<file path="config.mk">
export PLATFORM = sky130hd
export DESIGN_NAME = bcrc_top
export DESIGN_NICKNAME = d
export VERILOG_FILES = /design/src/hw/bcrc_pkg.sv /design/src/hw/bcrc_byte_step.sv /design/src/hw/bcrc_top.sv
export VERILOG_INCLUDE_DIRS = /design/src /design/src/hw
export SDC_FILE = /design/constraint.sdc
export NUM_CORES = 1
export LEC_CHECK = 0
export BUFFER_PORTS_ARGS = -buffer_cell sky130_fd_sc_hd__buf_2
export CAP_MARGIN = 20
export CORE_ASPECT_RATIO = 1.2
export CORE_MARGIN = 2
export CORE_UTILIZATION = 28
export DETAILED_ROUTE_END_ITERATION = 6
export GPL_TIMING_DRIVEN = 0
export PLACE_DENSITY = 0.53
export SLEW_MARGIN = 40
export SYNTH_ARGS = -nofsm -noshare
export SYNTH_HDL_FRONTEND = slang
export SYNTH_SLANG_ARGS = --single-unit
</file>
<file path="constraint.sdc">
create_clock -name hclk -period 2.14 [get_ports hclk]
set_input_delay 0.428 -clock hclk [delete_from_list [all_inputs] [get_ports hclk]]
set_output_delay 0.428 -clock hclk [all_outputs]
set_load 0.005 [all_outputs]
</file>
<file path="src/hw/bcrc_map.svh">
// Purpose: Register offsets, field positions, reset values and timing for the byte CRC unit
// Assumes: 32-bit AHB-Lite data, one register per aligned word
// Notes: Definitions only
`ifndef BCRC_MAP_SVH
`define BCRC_MAP_SVH

// ****************************************
// Register byte offsets
// ****************************************
`define BCRC_OFS_CONTROL 12'h000
`define BCRC_OFS_INPUT 12'h004
`define BCRC_OFS_SUM_LOW 12'h008
`define BCRC_OFS_SUM_HIGH 12'h00c
`define BCRC_ADDR_W 12

// ****************************************
// Fields and reset values
// ****************************************
`define BCRC_GEN_CHOICE_BIT 0
`define BCRC_CONTROL_RST 8'h00
`define BCRC_INPUT_RST 8'h00
`define BCRC_SUM_RST 16'h0000
`define BCRC_FB_CCITT 16'h1021
`define BCRC_FB_CRC16 16'h8005

// ****************************************
// Timing
// ****************************************
`define BCRC_UPDATE_CYCLES 1

`endif

</file>
<file path="src/hw/bcrc_pkg.sv">
// Purpose: Types shared by the byte CRC unit
// Assumes: Offsets and constants live in bcrc_map.svh
// Notes: Types only
package bcrc_pkg;

  // ****************************************
  // Generator selection
  // ****************************************
  typedef enum logic
  {
    BCRC_GEN_CCITT = 1'b0,
    BCRC_GEN_CRC16 = 1'b1
  } bcrc_gen_type;

  // ****************************************
  // Bus data phase bookkeeping
  // ****************************************
  typedef enum logic [1:0]
  {
    BCRC_ST_IDLE = 2'b00,
    BCRC_ST_WRITE = 2'b01,
    BCRC_ST_READ = 2'b11
  } bcrc_state_type;

  typedef struct packed
  {
    logic [11:0] addr;
    logic write;
  } bcrc_req_type;

endpackage

</file>
<file path="src/hw/bcrc_byte_step.sv">
// Purpose: One byte of the CRC update as pure combinational logic
// Assumes: Caller registers the result
// Notes: Eight shift steps are unrolled by a generate loop
`include "bcrc_map.svh"

module bcrc_byte_step
  import bcrc_pkg::*;
(
  input wire logic [15:0] sum_in,
  input wire logic [7:0] data_in,
  input wire bcrc_gen_type gen_sel,
  output logic [15:0] sum_out
);

  logic [15:0] stage [0:8];
  logic [15:0] feedback;

  assign feedback = (gen_sel == BCRC_GEN_CRC16) ? `BCRC_FB_CRC16 : `BCRC_FB_CCITT;
  assign stage[0] = {sum_in[15:8] ^ data_in, sum_in[7:0]};

  genvar i;
  generate
    for (i = 0; i < 8; i++)
    begin : g_bit
      // Top bit leaves on the shift and decides the feedback
      assign stage[i + 1] = {stage[i][14:0], 1'b0} ^ (stage[i][15] ? feedback : 16'h0000);
    end
  endgenerate

  assign sum_out = stage[8];

endmodule

</file>
<file path="src/hw/bcrc_top.sv">
// Purpose: Byte-wise CRC16 unit with an AHB-Lite register slave
// Assumes: Single word transfers, one slave, always OKAY
// Notes: Writes answer with zero wait states; reads add one wait state
//
// Overview of operation
// - Byte input register, sixteen-bit checksum register pair
// - Control bit picks 1021H or 8005H feedback
// - Only those two generators exist
// - Each input write folds byte into checksum
// - Update completes within one cycle
// - Byte XORed into checksum high byte first
// - Eight shifts left with zero fill
// - Feedback XORed when shifted-out bit set
// - Updates chain across successive bytes
// - Control reads only bit zero
// - High/low bytes readable, writable, reset zero
//
// Implementation choices: the AHB-Lite register port and the placing of the registers.
`include "bcrc_map.svh"

module bcrc_top
  import bcrc_pkg::*;
(
  input wire logic hclk,
  input wire logic hresetn,
  input wire logic hsel,
  input wire logic [31:0] haddr,
  input wire logic [1:0] htrans,
  input wire logic hwrite,
  input wire logic [2:0] hsize,
  input wire logic [31:0] hwdata,
  input wire logic hready,
  output logic [31:0] hrdata,
  output logic hreadyout,
  output logic hresp
);

  // ****************************************
  // Register state
  // ****************************************
  bcrc_gen_type gen_choice_ff, nxt_gen_choice;
  logic [7:0] byte_input_ff, nxt_byte_input;
  logic [15:0] running_checksum_ff, nxt_running_checksum;
  logic [15:0] stepped_sum;

  // ****************************************
  // Bus slave state
  // ****************************************
  bcrc_state_type state_ff, nxt_state;
  bcrc_req_type req_ff, nxt_req;
  logic [31:0] hrdata_ff, nxt_hrdata;
  logic hreadyout_ff, nxt_hreadyout;
  logic hresp_ff;
  logic addr_phase;
  logic [7:0] read_byte;

  assign addr_phase = hsel && hready && htrans[1];

  // ****************************************
  // CRC datapath
  // ****************************************
  // Choice is read live, so a control write lands before the next byte
  bcrc_byte_step u_step
  (
    .sum_in(running_checksum_ff),
    .data_in(hwdata[7:0]),
    .gen_sel(gen_choice_ff),
    .sum_out(stepped_sum)
  );

  // ****************************************
  // Read mux
  // ****************************************
  always_comb
  begin
    read_byte = 8'h00;
    if (req_ff.addr == `BCRC_OFS_CONTROL)
    begin
      read_byte = {7'h00, gen_choice_ff};
    end
    else if (req_ff.addr == `BCRC_OFS_INPUT)
    begin
      read_byte = byte_input_ff;
    end
    else if (req_ff.addr == `BCRC_OFS_SUM_LOW)
    begin
      read_byte = running_checksum_ff[7:0];
    end
    else if (req_ff.addr == `BCRC_OFS_SUM_HIGH)
    begin
      read_byte = running_checksum_ff[15:8];
    end
  end

  // ****************************************
  // Bus control next state
  // ****************************************
  always_comb
  begin
    nxt_state = state_ff;
    nxt_req = req_ff;
    nxt_hrdata = hrdata_ff;
    nxt_hreadyout = hreadyout_ff;
    case (state_ff)
      BCRC_ST_IDLE:
      begin
        nxt_hreadyout = 1'b1;
        if (addr_phase)
        begin
          nxt_req.addr = haddr[11:0];
          nxt_req.write = hwrite;
          if (hwrite)
          begin
            nxt_state = BCRC_ST_WRITE;
          end
          else
          begin
            // Read data is sampled one cycle later so it sees any update
            nxt_state = BCRC_ST_READ;
            nxt_hreadyout = 1'b0;
          end
        end
      end
      BCRC_ST_WRITE:
      begin
        nxt_hreadyout = 1'b1;
        nxt_state = BCRC_ST_IDLE;
        if (addr_phase)
        begin
          nxt_req.addr = haddr[11:0];
          nxt_req.write = hwrite;
          nxt_state = hwrite ? BCRC_ST_WRITE : BCRC_ST_READ;
          nxt_hreadyout = hwrite;
        end
      end
      BCRC_ST_READ:
      begin
        if (!hreadyout_ff)
        begin
          nxt_hrdata = {24'h000000, read_byte};
          nxt_hreadyout = 1'b1;
        end
        else
        begin
          nxt_state = BCRC_ST_IDLE;
          if (addr_phase)
          begin
            nxt_req.addr = haddr[11:0];
            nxt_req.write = hwrite;
            nxt_state = hwrite ? BCRC_ST_WRITE : BCRC_ST_READ;
            nxt_hreadyout = hwrite;
          end
        end
      end
      default:
      begin
        nxt_state = BCRC_ST_IDLE;
        nxt_hreadyout = 1'b1;
      end
    endcase
  end

  // ****************************************
  // Register file next state
  // ****************************************
  always_comb
  begin
    nxt_gen_choice = gen_choice_ff;
    nxt_byte_input = byte_input_ff;
    nxt_running_checksum = running_checksum_ff;
    if (state_ff == BCRC_ST_WRITE)
    begin
      if (req_ff.addr == `BCRC_OFS_CONTROL)
      begin
        nxt_gen_choice = bcrc_gen_type'(hwdata[`BCRC_GEN_CHOICE_BIT]);
      end
      else if (req_ff.addr == `BCRC_OFS_INPUT)
      begin
        nxt_byte_input = hwdata[7:0];
        nxt_running_checksum = stepped_sum;
      end
      else if (req_ff.addr == `BCRC_OFS_SUM_LOW)
      begin
        nxt_running_checksum[7:0] = hwdata[7:0];
      end
      else if (req_ff.addr == `BCRC_OFS_SUM_HIGH)
      begin
        nxt_running_checksum[15:8] = hwdata[7:0];
      end
    end
  end

  // ****************************************
  // Flip-flops
  // ****************************************
  always_ff @(posedge hclk or negedge hresetn)
  begin
    if (!hresetn)
    begin
      state_ff <= BCRC_ST_IDLE;
      req_ff <= '0;
      hrdata_ff <= 32'h00000000;
      hreadyout_ff <= 1'b1;
      hresp_ff <= 1'b0;
      gen_choice_ff <= BCRC_GEN_CCITT;
      byte_input_ff <= `BCRC_INPUT_RST;
      running_checksum_ff <= `BCRC_SUM_RST;
    end
    else
    begin
      state_ff <= nxt_state;
      req_ff <= nxt_req;
      hrdata_ff <= nxt_hrdata;
      hreadyout_ff <= nxt_hreadyout;
      // Errors are never signalled, so this flop only ever holds OKAY
      hresp_ff <= 1'b0;
      gen_choice_ff <= nxt_gen_choice;
      byte_input_ff <= nxt_byte_input;
      running_checksum_ff <= nxt_running_checksum;
    end
  end

  assign hrdata = hrdata_ff;
  assign hreadyout = hreadyout_ff;
  assign hresp = hresp_ff;

  // ****************************************
  // Checks
  // ****************************************
  logic input_write;
  assign input_write = (state_ff == BCRC_ST_WRITE) && (req_ff.addr == `BCRC_OFS_INPUT);

  update_one_cycle_a: assert property (@(posedge hclk) disable iff (!hresetn)
    input_write |=> running_checksum_ff == $past(stepped_sum))
    else $error("checksum not updated in one cycle");

  ccitt_single_a: assert property (@(posedge hclk) disable iff (!hresetn)
    input_write && running_checksum_ff == 16'h0000 && hwdata[7:0] == 8'h01
      && gen_choice_ff == BCRC_GEN_CCITT |=> running_checksum_ff == 16'h1021)
    else $error("ccitt feedback wrong");

  crc16_single_a: assert property (@(posedge hclk) disable iff (!hresetn)
    input_write && running_checksum_ff == 16'h0000 && hwdata[7:0] == 8'h02
      && gen_choice_ff == BCRC_GEN_CRC16 |=> running_checksum_ff == 16'h800f)
    else $error("crc16 feedback wrong");

  zero_stays_a: assert property (@(posedge hclk) disable iff (!hresetn)
    input_write && running_checksum_ff == 16'h0000 && hwdata[7:0] == 8'h00
      |=> running_checksum_ff == 16'h0000)
    else $error("zero byte changed zero checksum");

  input_echo_a: assert property (@(posedge hclk) disable iff (!hresetn)
    input_write |=> byte_input_ff == $past(hwdata[7:0]))
    else $error("input register lost byte");

  control_bits_a: assert property (@(posedge hclk) disable iff (!hresetn)
    state_ff == BCRC_ST_READ && !hreadyout_ff && req_ff.addr == `BCRC_OFS_CONTROL
      |=> hrdata_ff[31:1] == 31'h0)
    else $error("control upper bits not zero");

  sum_hold_a: assert property (@(posedge hclk) disable iff (!hresetn)
    state_ff != BCRC_ST_WRITE |=> $stable(running_checksum_ff))
    else $error("checksum changed without write");

  high_write_a: assert property (@(posedge hclk) disable iff (!hresetn)
    state_ff == BCRC_ST_WRITE && req_ff.addr == `BCRC_OFS_SUM_HIGH
      |=> running_checksum_ff[15:8] == $past(hwdata[7:0])
        && running_checksum_ff[7:0] == $past(running_checksum_ff[7:0]))
    else $error("high byte write wrong");

  read_wait_a: assert property (@(posedge hclk) disable iff (!hresetn)
    addr_phase && !hwrite |=> !hreadyout_ff ##1 hreadyout_ff)
    else $error("read wait state wrong");

  // ****************************************
  // Bus and register checks
  // ****************************************
  // A read sits in its wait cycle while hreadyout_ff is low
  logic read_fill;
  logic mapped_addr;
  assign read_fill = (state_ff == BCRC_ST_READ) && !hreadyout_ff;
  assign mapped_addr = (req_ff.addr == `BCRC_OFS_CONTROL)
    || (req_ff.addr == `BCRC_OFS_INPUT) || (req_ff.addr == `BCRC_OFS_SUM_LOW)
    || (req_ff.addr == `BCRC_OFS_SUM_HIGH);

  write_no_wait_a: assert property (@(posedge hclk) disable iff (!hresetn)
    addr_phase && hwrite |=> hreadyout_ff)
    else $error("write inserted a wait state");

  low_write_a: assert property (@(posedge hclk) disable iff (!hresetn)
    state_ff == BCRC_ST_WRITE && req_ff.addr == `BCRC_OFS_SUM_LOW
      |=> running_checksum_ff[7:0] == $past(hwdata[7:0])
        && running_checksum_ff[15:8] == $past(running_checksum_ff[15:8]))
    else $error("low byte write wrong");

  control_write_a: assert property (@(posedge hclk) disable iff (!hresetn)
    state_ff == BCRC_ST_WRITE && req_ff.addr == `BCRC_OFS_CONTROL
      |=> gen_choice_ff == $past(hwdata[`BCRC_GEN_CHOICE_BIT]))
    else $error("generator choice not written");

  choice_hold_a: assert property (@(posedge hclk) disable iff (!hresetn)
    !(state_ff == BCRC_ST_WRITE && req_ff.addr == `BCRC_OFS_CONTROL)
      |=> $stable(gen_choice_ff))
    else $error("generator choice changed without write");

  input_hold_a: assert property (@(posedge hclk) disable iff (!hresetn)
    !input_write |=> $stable(byte_input_ff))
    else $error("input register changed without write");

  crc16_from_zero_a: assert property (@(posedge hclk) disable iff (!hresetn)
    input_write && running_checksum_ff == 16'h0000 && hwdata[7:0] == 8'h01
      && gen_choice_ff == BCRC_GEN_CRC16 |=> running_checksum_ff == 16'h8005)
    else $error("generator choice not applied to update");

  high_read_a: assert property (@(posedge hclk) disable iff (!hresetn)
    read_fill && req_ff.addr == `BCRC_OFS_SUM_HIGH
      |=> hrdata_ff == {24'h000000, $past(running_checksum_ff[15:8])})
    else $error("high byte read wrong");

  low_read_a: assert property (@(posedge hclk) disable iff (!hresetn)
    read_fill && req_ff.addr == `BCRC_OFS_SUM_LOW
      |=> hrdata_ff == {24'h000000, $past(running_checksum_ff[7:0])})
    else $error("low byte read wrong");

  input_read_a: assert property (@(posedge hclk) disable iff (!hresetn)
    read_fill && req_ff.addr == `BCRC_OFS_INPUT
      |=> hrdata_ff == {24'h000000, $past(byte_input_ff)})
    else $error("input read back wrong");

  unmapped_read_a: assert property (@(posedge hclk) disable iff (!hresetn)
    read_fill && !mapped_addr |=> hrdata_ff == 32'h00000000)
    else $error("unmapped read not zero");

  data_stands_a: assert property (@(posedge hclk) disable iff (!hresetn)
    !read_fill |=> $stable(hrdata_ff))
    else $error("read data changed outside a read");

  // ****************************************
  // Coverage
  // ****************************************
  input_write_c: cover property (@(posedge hclk) disable iff (!hresetn) input_write);
  chain_c: cover property (@(posedge hclk) disable iff (!hresetn) input_write ##1 input_write);
  crc16_use_c: cover property (@(posedge hclk) disable iff (!hresetn)
    input_write && gen_choice_ff == BCRC_GEN_CRC16);
  sum_read_c: cover property (@(posedge hclk) disable iff (!hresetn)
    state_ff == BCRC_ST_READ && req_ff.addr == `BCRC_OFS_SUM_HIGH);
  control_write_c: cover property (@(posedge hclk) disable iff (!hresetn)
    state_ff == BCRC_ST_WRITE && req_ff.addr == `BCRC_OFS_CONTROL);

endmodule

</file>
# Word level (Yosys, flattened, before mapping)
# Index checks and enable logic that the tools add are counted.
# word_totals
regBits	49
input_bits	74
out_inout_bits	34
word_cells	73
# op_classes
eq_ne	8
mux	30
n_bitwise	11
reduce_logical	15
# ops
op	n
16-bit two-way mux	10
16-bit XOR	8
8-bit two-way mux	7
13-bit two-way mux	2
13-bit one-hot mux with 2 select lines	1
12-bit by 4-bit equality test with 1-bit output, second input constant	2
12-bit by 3-bit equality test with 1-bit output, second input constant	1
12-bit logical NOT	1
2-bit two-way mux	4
2-bit AND reduction	4
8-bit XOR	1
2-bit inequality test, second input constant	3
2-bit one-hot mux with 3 select lines	1
3-bit AND reduction	2
2-bit nonzero test	3
1-bit two-way mux	4
4-bit AND reduction	1
1-bit one-hot mux with 3 select lines	1
2-bit by 1-bit equality test with 1-bit output, second input constant	1
2-bit equality test, second input constant	1
1-bit logical AND	2
2-bit logical NOT	1
1-bit NOT	2
2-bit OR reduction	1

# Logic depth before layout (Yosys ltp)
# Gate-level depths: netlist (run 1).
# depth
ltp_word	18
mapped_depth	8

# Hierarchy
# From an unflattened synthesis (run 1), not the netlist that was laid out.
# unflattened
cells_unflattened	268
area_unflattened_um2	3032.9
# modules_own_cells
mod	instances	cells_each	area_each_um2	seq_area_each_um2
bcrc_top	1	202	2494.9	1202.4
bcrc_byte_step	1	66	538.0	0.0

# Worst setup path before layout (run 1)
# OpenSTA, ideal clock, no wires.
# synth_timing
path_type	input-to-reg
start	input hwdata[4]
end	register running_checksum_ff[1]
t_arrival_ns	2.092
required_time_ns	2.058
path_slack_ns	-0.034
cell_stages	7
n_path_buf	1
cell_sequence	buf_6 > xnor2_2 > xnor3_1 > xnor2_1 > and3_2 > or4_1 > a31oi_1
# synth_between
elab_chain_cells	15
# synth_rtl
item	line_no	source
from (decl)	bcrc_top.sv:31	input wire logic [31:0] hwdata,
8-bit XOR (*)	bcrc_byte_step.sv:19	assign stage[0] = {sum_in[15:8] ^ data_in, sum_in[7:0]};
16-bit XOR (*) (3 in series)	bcrc_byte_step.sv:26	assign stage[i + 1] = {stage[i][14:0], 1'b0} ^ (stage[i][15] ? feedback : 16'h0000);
16-bit two-way mux (*)	bcrc_byte_step.sv:26	
16-bit XOR (*)	bcrc_byte_step.sv:26	
16-bit two-way mux	bcrc_byte_step.sv:26	
16-bit XOR (*)	bcrc_byte_step.sv:26	
16-bit two-way mux	bcrc_byte_step.sv:26	
16-bit XOR (*)	bcrc_byte_step.sv:26	
16-bit two-way mux	bcrc_byte_step.sv:26	
16-bit XOR (*)	bcrc_byte_step.sv:26	
16-bit two-way mux	bcrc_byte_step.sv:26	
16-bit XOR (*)	bcrc_byte_step.sv:26	
16-bit two-way mux (*)	bcrc_top.sv:177	else if (req_ff.addr == `BCRC_OFS_INPUT)
to (signal assigned)	bcrc_top.sv:207	running_checksum_ff <= `BCRC_SUM_RST;
to (signal assigned)	bcrc_top.sv:219	running_checksum_ff <= nxt_running_checksum;
to (decl)	bcrc_top.sv:43	logic [15:0] running_checksum_ff, nxt_running_checksum;
# Every way passes the cells marked *; elsewhere a longest branch is shown, timed or not.
# A chain may end at the register's enable or synchronous reset.

# Worst setup path after layout (run 1)
# layout_timing
start	register running_checksum_ff[10]
end	register running_checksum_ff[1]
# layout_between
elab_chain_cells	13
# layout_rtl
item	line_no
8-bit XOR (*)	bcrc_byte_step.sv:19
16-bit XOR (*) (5 in series)	bcrc_byte_step.sv:26
16-bit two-way mux (*)	bcrc_byte_step.sv:26
16-bit XOR (*)	bcrc_byte_step.sv:26
16-bit two-way mux	bcrc_byte_step.sv:26
16-bit XOR (*)	bcrc_byte_step.sv:26
16-bit two-way mux	bcrc_byte_step.sv:26
16-bit XOR (*)	bcrc_byte_step.sv:26
16-bit two-way mux (*)	bcrc_top.sv:177
# Marked as above.

==> results.sh, run 1 <==
export IMPL_rsz0062_at_grt="true"
export IMPL_crit_type="flop to flop"
export IMPL_clock_latency_ns=0.30
export IMPL_p_int_uw=1910
export IMPL_coreArea_um2=10600
export IMPL_min_period_over_period=0.968
export IMPL_min_path_type="primary input to asynchronous set/reset pin"
export IMPL_gp_congestion=0.859
export IMPL_power_switching_uw=888
export IMPL_slew_violations=0
export IMPL_synth_edf_count=0
export IMPL_die_w_um=99.8
export IMPL_nNetsFinal=447
export IMPL_antenna_cells=0
export IMPL_final_layout_size_suffix_gt1_frac=0.404
export IMPL_cp_required_ns=2.36
export IMPL_busiest_layer="met2"
export IMPL_worstPathArrival_ns=2.29
export IMPL_drtIter0Drc=71
export IMPL_io_pins=108
export IMPL_period_minus_slack_ns=2.07
export IMPL_ir_worst_vdd_mv=0.423
export IMPL_startpoint_type="flop"
export IMPL_drc=0
export IMPL_wl_um=7520
export IMPL_antenna_found_initial=0
export IMPL_power_frac_seq=0.386
export IMPL_grt_pass1_vias=2303
export IMPL_grt_pass1_wl_um=12200
export IMPL_htree_levels=2
export IMPL_p_comb_frac=0.322
export IMPL_leakage_uw=0.00182
export IMPL_post_route_util=0.372
export IMPL_tightest_slew_ns=0.627
export IMPL_area_growth_syn_to_layout_pct=28.0
export IMPL_ys_types=45
export IMPL_async_reset_ff_frac=1.00
export IMPL_power_density_nw_per_um2=708
export IMPL_mappedNetlistArea_um2=3080
export IMPL_syn_inst=297
export IMPL_drv_cap=0
export IMPL_syn_mean_instance_area_um2=10.4
export IMPL_dp_hpwl_um=5330
export IMPL_totalPowerFinal_uw=2790
export IMPL_dieArea_um2=11900
export IMPL_numCtsBuffers=5
export IMPL_firstDrtPassIters=4
export IMPL_cts_clk_slew_worst_paths_ns=0.07
export IMPL_grt_met2_usage=0.224
export IMPL_p_clk_frac=0.292
export IMPL_fin_worst_skew_ns=0.00467
export IMPL_initial_utilization=0.290
export IMPL_synthFlopType="dfrtp_1"
export IMPL_grt_util_met3=0.0241
export IMPL_place_area_um2=3510
export IMPL_clock_sinks=48
export IMPL_grt_util_all_layers=0.132
export IMPL_status="finished clean"
export IMPL_antenna_left=0
export IMPL_place_port_buffers=33
export IMPL_setup_viol=0
export IMPL_critPathMaxFanout=4
export IMPL_grt_use_met1=0.167
export IMPL_finalInstanceArea_um2=3950
export IMPL_worstSetupEndpointType="flop"
export IMPL_ys_seq_area_frac=0.390
export IMPL_yosys_register_bits=48
export IMPL_via_per_inst=4.61
export IMPL_routed_via_count=2320
export IMPL_clockBufferDepth=2
export IMPL_hold_buffers=0
export IMPL_fmax_mhz=483
export IMPL_std_cell_rows=41
export IMPL_cts_tree="built"
export IMPL_gr_total_overflow=0
export IMPL_ys_warn_count=0
export IMPL_wl_per_cell_um=15.0
export IMPL_die_y_um=119
export IMPL_grt_max_degree=49
export IMPL_switching_share=0.318
export IMPL_cts_root_buffer_cell="clkbuf_16"
export IMPL_hold_viol_final=0
export IMPL_max_slew_margin_rel=0.582
==> power by group through the flow <==
stage / Sequential, µW / Clock [µW] / Combinational [µW]
after CTS: 1060 / 830 / 848
final: 1080 / 817 / 900
after floorplan: 1050 / 0 / 596
after global placement: 1070 / 0 / 759
after global routing: 1090 / 868 / 975
after detailed placement: 1070 / 0 / 765
==> final cells by class <==
class                           count  area, µm²
Clock inverter                      3       22.5
Tap cell                          129        161
Multi-Input combinational cell    230       1870
Buffer                             39        279
Timing Repair Buffer               46        265
Clock buffer                        5        125
Fill cell                        1062       6670
Sequential cell                    48       1210
Inverter                            3       11.3
==> routing by layer <==
metal	share of wire	vias to the layer above	wire (µm)
li1	-	1143	-
met1	0.42	1096	3190
met2	0.51	69	3830
met3	0.041	12	307
met4	0.025	0	186
met5	0	-	0
==> critical path, cell delays in order (launching register included) <==
cell,delay (ns)
dfrtp_2,0.45
xnor2_4,0.26
xnor3_1,0.39
xnor2_2,0.16
and3_4,0.18
or4_4,0.40
a31oi_1,0.14
==> registers in the layout (all words and copies together), names as in the netlist <==
name and flops:
state_ff 2, running_checksum_ff 16, hrdata 8, req_ff 12, hreadyout 1, byte_input_ff 8
gen_choice_ff 1
==> timing repair <==
action | CTS | global route
setup endpoints to repair | 21 | 8
pin swaps | 7 | 11
resized for setup | 20 | 19
setup buffers | 9 | 4
==> kinds of logic (layout without fill, tap and decap cells) <==
group                  Yosys count  count (layout)  synth area share
AO/OA/AOI/OAI                   53              53             0.109
XOR/XNOR                        41              41             0.159
buffers and inverters           43              96            0.0938
flip-flops                      48              48             0.390
multiplexers                    35              35             0.130
other                            1              25           0.00122
AND/OR/NAND/NOR                 76              76             0.116
==> synthesized netlist by cell type, types with 4 or more instances <==
cell / n / area share
nand3_1: 7 / 0.011
mux2_2: 30 / 0.11
dfrtp_1: 47 / 0.38
xnor3_1: 5 / 0.037
xnor2_1: 21 / 0.060
and3_1: 4 / 0.0081
xor2_1: 8 / 0.023
o21ai_0: 15 / 0.024
mux2i_1: 4 / 0.013
a22oi_1: 8 / 0.019
a21oi_1: 9 / 0.015
buf_4: 26 / 0.063
nand2_1: 29 / 0.035
nor2b_1: 4 / 0.0081
clkbuf_1: 9 / 0.011
o31ai_1: 10 / 0.024
nor2_1: 17 / 0.021
xnor2_2: 6 / 0.032
==> cells in the final DEF (no fill, tap or decap), types with 5 or more instances in the layout <==
| cell type | synthesis | routed |
|---|---|---|
| a21oi_1 | 9 | 8 |
| clkbuf_16 | 0 | 5 |
| xor2_1 | 8 | 8 |
| dfrtp_1 | 47 | 43 |
| nand2_1 | 29 | 29 |
| mux2_2 | 30 | 30 |
| o31ai_1 | 10 | 10 |
| nor2_1 | 17 | 17 |
| xnor2_4 | 1 | 8 |
| buf_4 | 26 | 40 |
| nand3_1 | 7 | 6 |
| xnor2_1 | 21 | 16 |
| buf_2 | 0 | 34 |
| a22oi_1 | 8 | 8 |
| conb_1 | 1 | 25 |
| o21ai_0 | 15 | 15 |
==> final timing paths <==
kind | from | endpoint | slack, ns | cells past startpoint
max | running_checksum_ff[10] | running_checksum_ff[1] | 0.07 | 6
min | hresetn | hrdata[3] | 0.14 | 1
max reg2reg | running_checksum_ff[10] | running_checksum_ff[1] | 0.07 | 6
min reg2reg | hrdata[3] | hrdata[3] | 0.48 | 2
max in group asynchronous | hresetn | running_checksum_ff[12] | 1.53 | 1
min in group hclk | hwrite | hreadyout | 0.34 | 2
==> per-stage QoR <==
step                setup slack [ns]  hold slack (ns)  instances  setup TNS [ns]
finish                        0.0686            0.138        503               0
global route                 -0.0373            0.199        503         -0.0592
CTS                          0.00221            0.180        499               0
detailed placement            -0.319            0.463        483           -4.85
global placement              -0.306            0.470        483           -4.29
floorplan                     0.0252            0.132        321               0
No activity file was read; power rests on OpenSTA's default activity.
==> run 2, diff against run 1 <==
CORE_UTILIZATION = 46   (was 28)
PLACE_DENSITY = 0.78   (was 0.53)
==> results.sh, run 2 (same netlist as run 1, synthesis figures left out) <==
export IMPL_htree_levels=2
export IMPL_tightest_slew_ns=0.602
export IMPL_io_pins=108
export IMPL_cts_tree="built"
export IMPL_gp_congestion=0.863
export IMPL_power_density_nw_per_um2=682
export IMPL_rrSetupSlack_ns=-0.03
export IMPL_place_port_buffers=33
export IMPL_postLayoutSetupSlackWorst_ns=-0.0260
export IMPL_drc=0
export IMPL_area_growth_syn_to_layout_pct=24.6
export IMPL_firstDrtPassIters=5
export IMPL_antenna_cells=0
export IMPL_holdWs_ns=0.109
export IMPL_critPathMaxFanout=3
export IMPL_min_path_type="primary input to asynchronous set/reset pin"
export IMPL_largest_reg_flops=16
export IMPL_via_per_inst=5.38
export IMPL_grt_pass1_vias=2353
export IMPL_leakage_uw=0.00179
export IMPL_regMostFlops="running_checksum_ff"
export IMPL_clock_latency_ns=0.31
export IMPL_cts_root_buffer_cell="clkbuf_8"
export IMPL_cp_required_ns=2.37
export IMPL_final_common_cell="dfrtp_1"
export IMPL_grt_util_met3=0.0346
export IMPL_period_minus_slack_ns=2.17
export IMPL_hold_buffers=0
export IMPL_grt_use_met1=0.240
export IMPL_min_period_over_period=1.01
export IMPL_grt_util_all_layers=0.200
export IMPL_worstPathArrival_ns=2.39
export IMPL_clock_sinks=48
export IMPL_tns_ns=-0.0381
export IMPL_cts_clk_slew_worst_paths_ns=0.10
export IMPL_routed_via_count=2457
export IMPL_place_ws_ns=-0.248
export IMPL_fmax_mhz=462
export IMPL_busiest_layer="met2"
export IMPL_grt_pass1_wl_um=11400
export IMPL_die_w_um=78.7
export IMPL_fin_worst_skew_ns=0.0108
export IMPL_drtIter0Drc=137
export IMPL_wl_um=7470
export IMPL_initial_utilization=0.478
export IMPL_setup_viol=2
export IMPL_std_cell_rows=32
export IMPL_status="finished, violations left"
export IMPL_gr_total_overflow=0
export IMPL_startpoint_type="flop"
export IMPL_ir_worst_vdd_mv=0.450
export IMPL_grt_met2_usage=0.341
export IMPL_grt_max_degree=49
export IMPL_crit_type="flop to flop"
export IMPL_drv_cap=0
export IMPL_final_layout_size_suffix_gt1_frac=0.401
export IMPL_coreArea_um2=6450
export IMPL_slew_violations=0
export IMPL_largestRegisters="running_checksum_ff: 16 flops, req_ff: 12 flops"
export IMPL_numCtsBuffers=5
export IMPL_worstSetupEndpointType="flop"
export IMPL_wl_per_cell_um=16.3
export IMPL_rsz0062_at_grt="true"
export IMPL_clockBufferDepth=2
export IMPL_hold_viol_final=0
export IMPL_antenna_found_initial=0
export IMPL_violations="negative setup slack"
export IMPL_nNetsFinal=445
export IMPL_dieArea_um2=7380
export IMPL_dp_hpwl_um=4980
export IMPL_antenna_left=0
export IMPL_die_y_um=93.7
export IMPL_max_slew_margin_rel=0.599
export IMPL_final_cell_mix="43 x dfrtp_1, 38 x buf_4, 33 x buf_2, 30 x mux2_2, 29 x nand2_1"
run 2: changes by cell type in the layout (fill, tap and decap cells not counted), sizes merged:
| cell | previous run | this run |
|---|---|---|
| clkinv | 3 | 1 |
| buf | 75 | 72 |
| clkbuf | 15 | 17 |
| inv | 3 | 4 |
run 2: final timing paths:
check,from,depth (start not counted),to
max,running_checksum_ff[10],6,running_checksum_ff[1]
min reg2reg,hrdata[3],2,hrdata[3]
max in group asynchronous,hresetn,1,running_checksum_ff[12]
min,hresetn,1,running_checksum_ff[6]
max reg2reg,running_checksum_ff[10],6,running_checksum_ff[1]
min in group hclk,hwrite,2,hreadyout
run 2: timing repair:
item / in CTS / in global routing
buffers inserted: 5 / 6
endpoints found under the setup margin: 21 / 16
pin swaps: 4 / 11
resized for setup: 13 / 27
cloned: 0 / 0
run 2: per-stage QoR:
step,total power (µW),utilization,cell area [µm²],cells
floorplan,1650,-,3180,321
global placement,1800,0.536,3460,439
detailed placement,1820,0.536,3460,439
global route,2730,0.596,3840,457
finish,2620,0.596,3840,457
CTS,2490,0.569,3670,451
run 2: final cells by class:
type / instances / area, µm²
fill: 521 / 2610
multi-input combinational: 230 / 1890
sequential: 48 / 1210
buffer: 39 / 279
timing repair buffer: 44 / 250
tap: 85 / 106
clock buffer: 6 / 82.6
clock inverter: 2 / 17.5
inverter: 3 / 11.3
run 2: layer usage:
layer	wire, µm	vias up
met1	2960	1185
met4	223	0
met5	0	-
met2	3890	109
met3	394	24
li1	-	1139
run 2: power breakdown:
part	internal (µW)	switching, µW
clock network	271	342
registers	987	95.0
logic	477	448
total	1740	885
run 2: critical path, stage by stage, from the launching register on:
cell     delay, ns
dfrtp_2       0.47
xnor2_4       0.27
xnor3_1       0.42
xnor2_2       0.17
and3_4        0.19
or4_4         0.41
a31oi_1       0.15
==> run 3, diff against run 2 <==
CAP_MARGIN = unset   (was 20)
PLACE_DENSITY = 0.77   (was 0.78)
==> results.sh, run 3 (same netlist as run 1, synthesis figures left out) <==
export IMPL_status="finished, violations left"
export IMPL_violations="negative setup slack"
export IMPL_worstSetupEndpointType="flop"
export IMPL_worst_path_buf_inv=0
export IMPL_rsz0062_at_grt="true"
export IMPL_leakage_uw=0.00179
export IMPL_clock_latency_ns=0.31
export IMPL_final_cell_mix="42 x dfrtp_1, 37 x buf_4, 32 x buf_2, 30 x mux2_2, 29 x nand2_1"
export IMPL_cts_tree="built"
export IMPL_final_common_cell="dfrtp_1"
export IMPL_setup_viol=2
export IMPL_cts_root_buffer_cell="clkbuf_8"
export IMPL_cp_required_ns=2.35
export IMPL_std_cell_rows=32
export IMPL_wl_um=7480
export IMPL_power_density_nw_per_um2=703
export IMPL_dp_hpwl_um=5130
export IMPL_grt_pass1_wl_um=11700
export IMPL_drc=0
export IMPL_clockBufferDepth=2
export IMPL_cp_slowest_cell="xnor2_1"
export IMPL_fillCellCount=516
export IMPL_cts_clk_slew_worst_paths_ns=0.10
export IMPL_area_growth_syn_to_layout_pct=24.6
export IMPL_io_pins=108
export IMPL_ir_worst_vdd_mv=0.586
export IMPL_antenna_found_initial=0
export IMPL_startpoint_type="flop"
export IMPL_dieArea_um2=7380
export IMPL_regMostFlops="running_checksum_ff"
export IMPL_gp_congestion=0.887
export IMPL_min_path_type="primary input to asynchronous set/reset pin"
export IMPL_nNetsFinal=444
export IMPL_finalInstanceArea_um2=3840
export IMPL_tightest_slew_ns=0.650
export IMPL_holdWs_ns=0.115
export IMPL_max_slew_margin_rel=0.567
export IMPL_largestRegisters="running_checksum_ff: 16 flops, req_ff: 12 flops"
export IMPL_gr_total_overflow=0
export IMPL_critPathMaxFanout=4
export IMPL_period_minus_slack_ns=2.16
export IMPL_crit_type="flop to flop"
export IMPL_totalPowerFinal_uw=2700
export IMPL_place_port_buffers=33
export IMPL_grt_util_all_layers=0.206
export IMPL_grt_max_degree=49
export IMPL_antenna_left=0
export IMPL_largest_reg_flops=16
export IMPL_coreArea_um2=6450
export IMPL_antenna_cells=0
export IMPL_numCtsBuffers=5
export IMPL_clock_sinks=48
export IMPL_crit_chain="xnor2_1 > xnor2_2 > xnor3_1 > nand2_1 > xnor2_1 > o31ai_1"
export IMPL_cpPeakStageDelay_ns=0.46
export IMPL_drv_cap=0
export IMPL_tns_ns=-0.0236
export IMPL_place_ws_ns=-0.287
export IMPL_drtIter0Drc=161
export IMPL_htree_levels=2
export IMPL_hold_viol_final=0
export IMPL_worstPathArrival_ns=2.37
export IMPL_critPathMostFrequentCell="xnor2_1"
export IMPL_die_y_um=93.7
export IMPL_fmax_mhz=462
export IMPL_grt_pass1_vias=2337
export IMPL_min_period_over_period=1.01
export IMPL_postLayoutSetupSlackWorst_ns=-0.0229
export IMPL_initial_utilization=0.478
export IMPL_routed_via_count=2375
export IMPL_fin_worst_skew_ns=0.0118
export IMPL_via_per_inst=5.21
export IMPL_place_area_um2=3460
export IMPL_critPathTopFamily="XOR/XNOR gates"
export IMPL_wl_per_cell_um=16.4
export IMPL_final_layout_size_suffix_gt1_frac=0.399
export IMPL_die_w_um=78.7
export IMPL_firstDrtPassIters=5
export IMPL_slew_violations=0
## run 3: changes by cell type in the layout (fill, tap and decap cells not counted), sizes merged
cell / delta
clkbuf: +1
buf: -2
clkinv: +1
bufinv: +1
inv: -2
## run 3: worst register-to-register path, cell delays in order, from the launching register on
cell and delay [ns]:
dfrtp_1 0.44, xnor2_1 0.46, xnor2_2 0.21, xnor3_1 0.46
nand2_1 0.13, xnor2_1 0.11, o31ai_1 0.25
## run 3: final timing paths
kind                                         from                       to  slack, ns  cells after the start
setup / recovery           running_checksum_ff[8]  running_checksum_ff[15]      -0.02                      6
hold / removal                            hresetn  running_checksum_ff[14]       0.12                      1
setup reg to reg           running_checksum_ff[8]  running_checksum_ff[15]      -0.02                      6
hold reg to reg                         hrdata[2]                hrdata[2]       0.49                      2
max in group asynchronous                 hresetn  running_checksum_ff[12]       1.58                      1
min in group hclk                          hwrite                hreadyout       0.34                      2
## run 3: what timing repair did
action | in CTS | in global routing
endpoints found under the hold margin | 0 | 0
buffers inserted | 7 | 3
gates resized for setup | 18 | 19
pin swaps | 8 | 8
hold buffers | 0 | 0
setup endpoints to repair | 21 | 16
## run 3: cell type report
cell class	instances	area, µm²	share of cell area
Sequential cell	48	1210	0.315
Clock buffer	6	82.6	0.0215
Multi-Input combinational cell	230	1870	0.488
Inverter	3	11.3	0.00293
Clock inverter	2	38.8	0.0101
Timing Repair Buffer	43	243	0.0632
Tap cell	85	106	0.0277
Buffer	39	278	0.0723
## run 3: metal layers
layer / GRT usage / wire [µm] / vias up
met5: 0 / 0 / -
met4: 0.0863 / 256 / 0
met3: 0.0346 / 460 / 23
met2: 0.350 / 3830 / 98
met1: 0.257 / 2930 / 1120
li1: - / - / 1134
## run 3: stage by stage
stage | instances | utilization
floorplan | 321 | -
global placement | 439 | 0.536
detailed placement | 439 | 0.536
CTS | 453 | 0.580
global route | 456 | 0.596
finish | 456 | 0.596
## run 3: power breakdown
group	internal [µW]	switching [µW]	total, µW
clock	382	325	708
combinational	471	443	914
sequential	987	90.1	1080
total	1840	858	2700
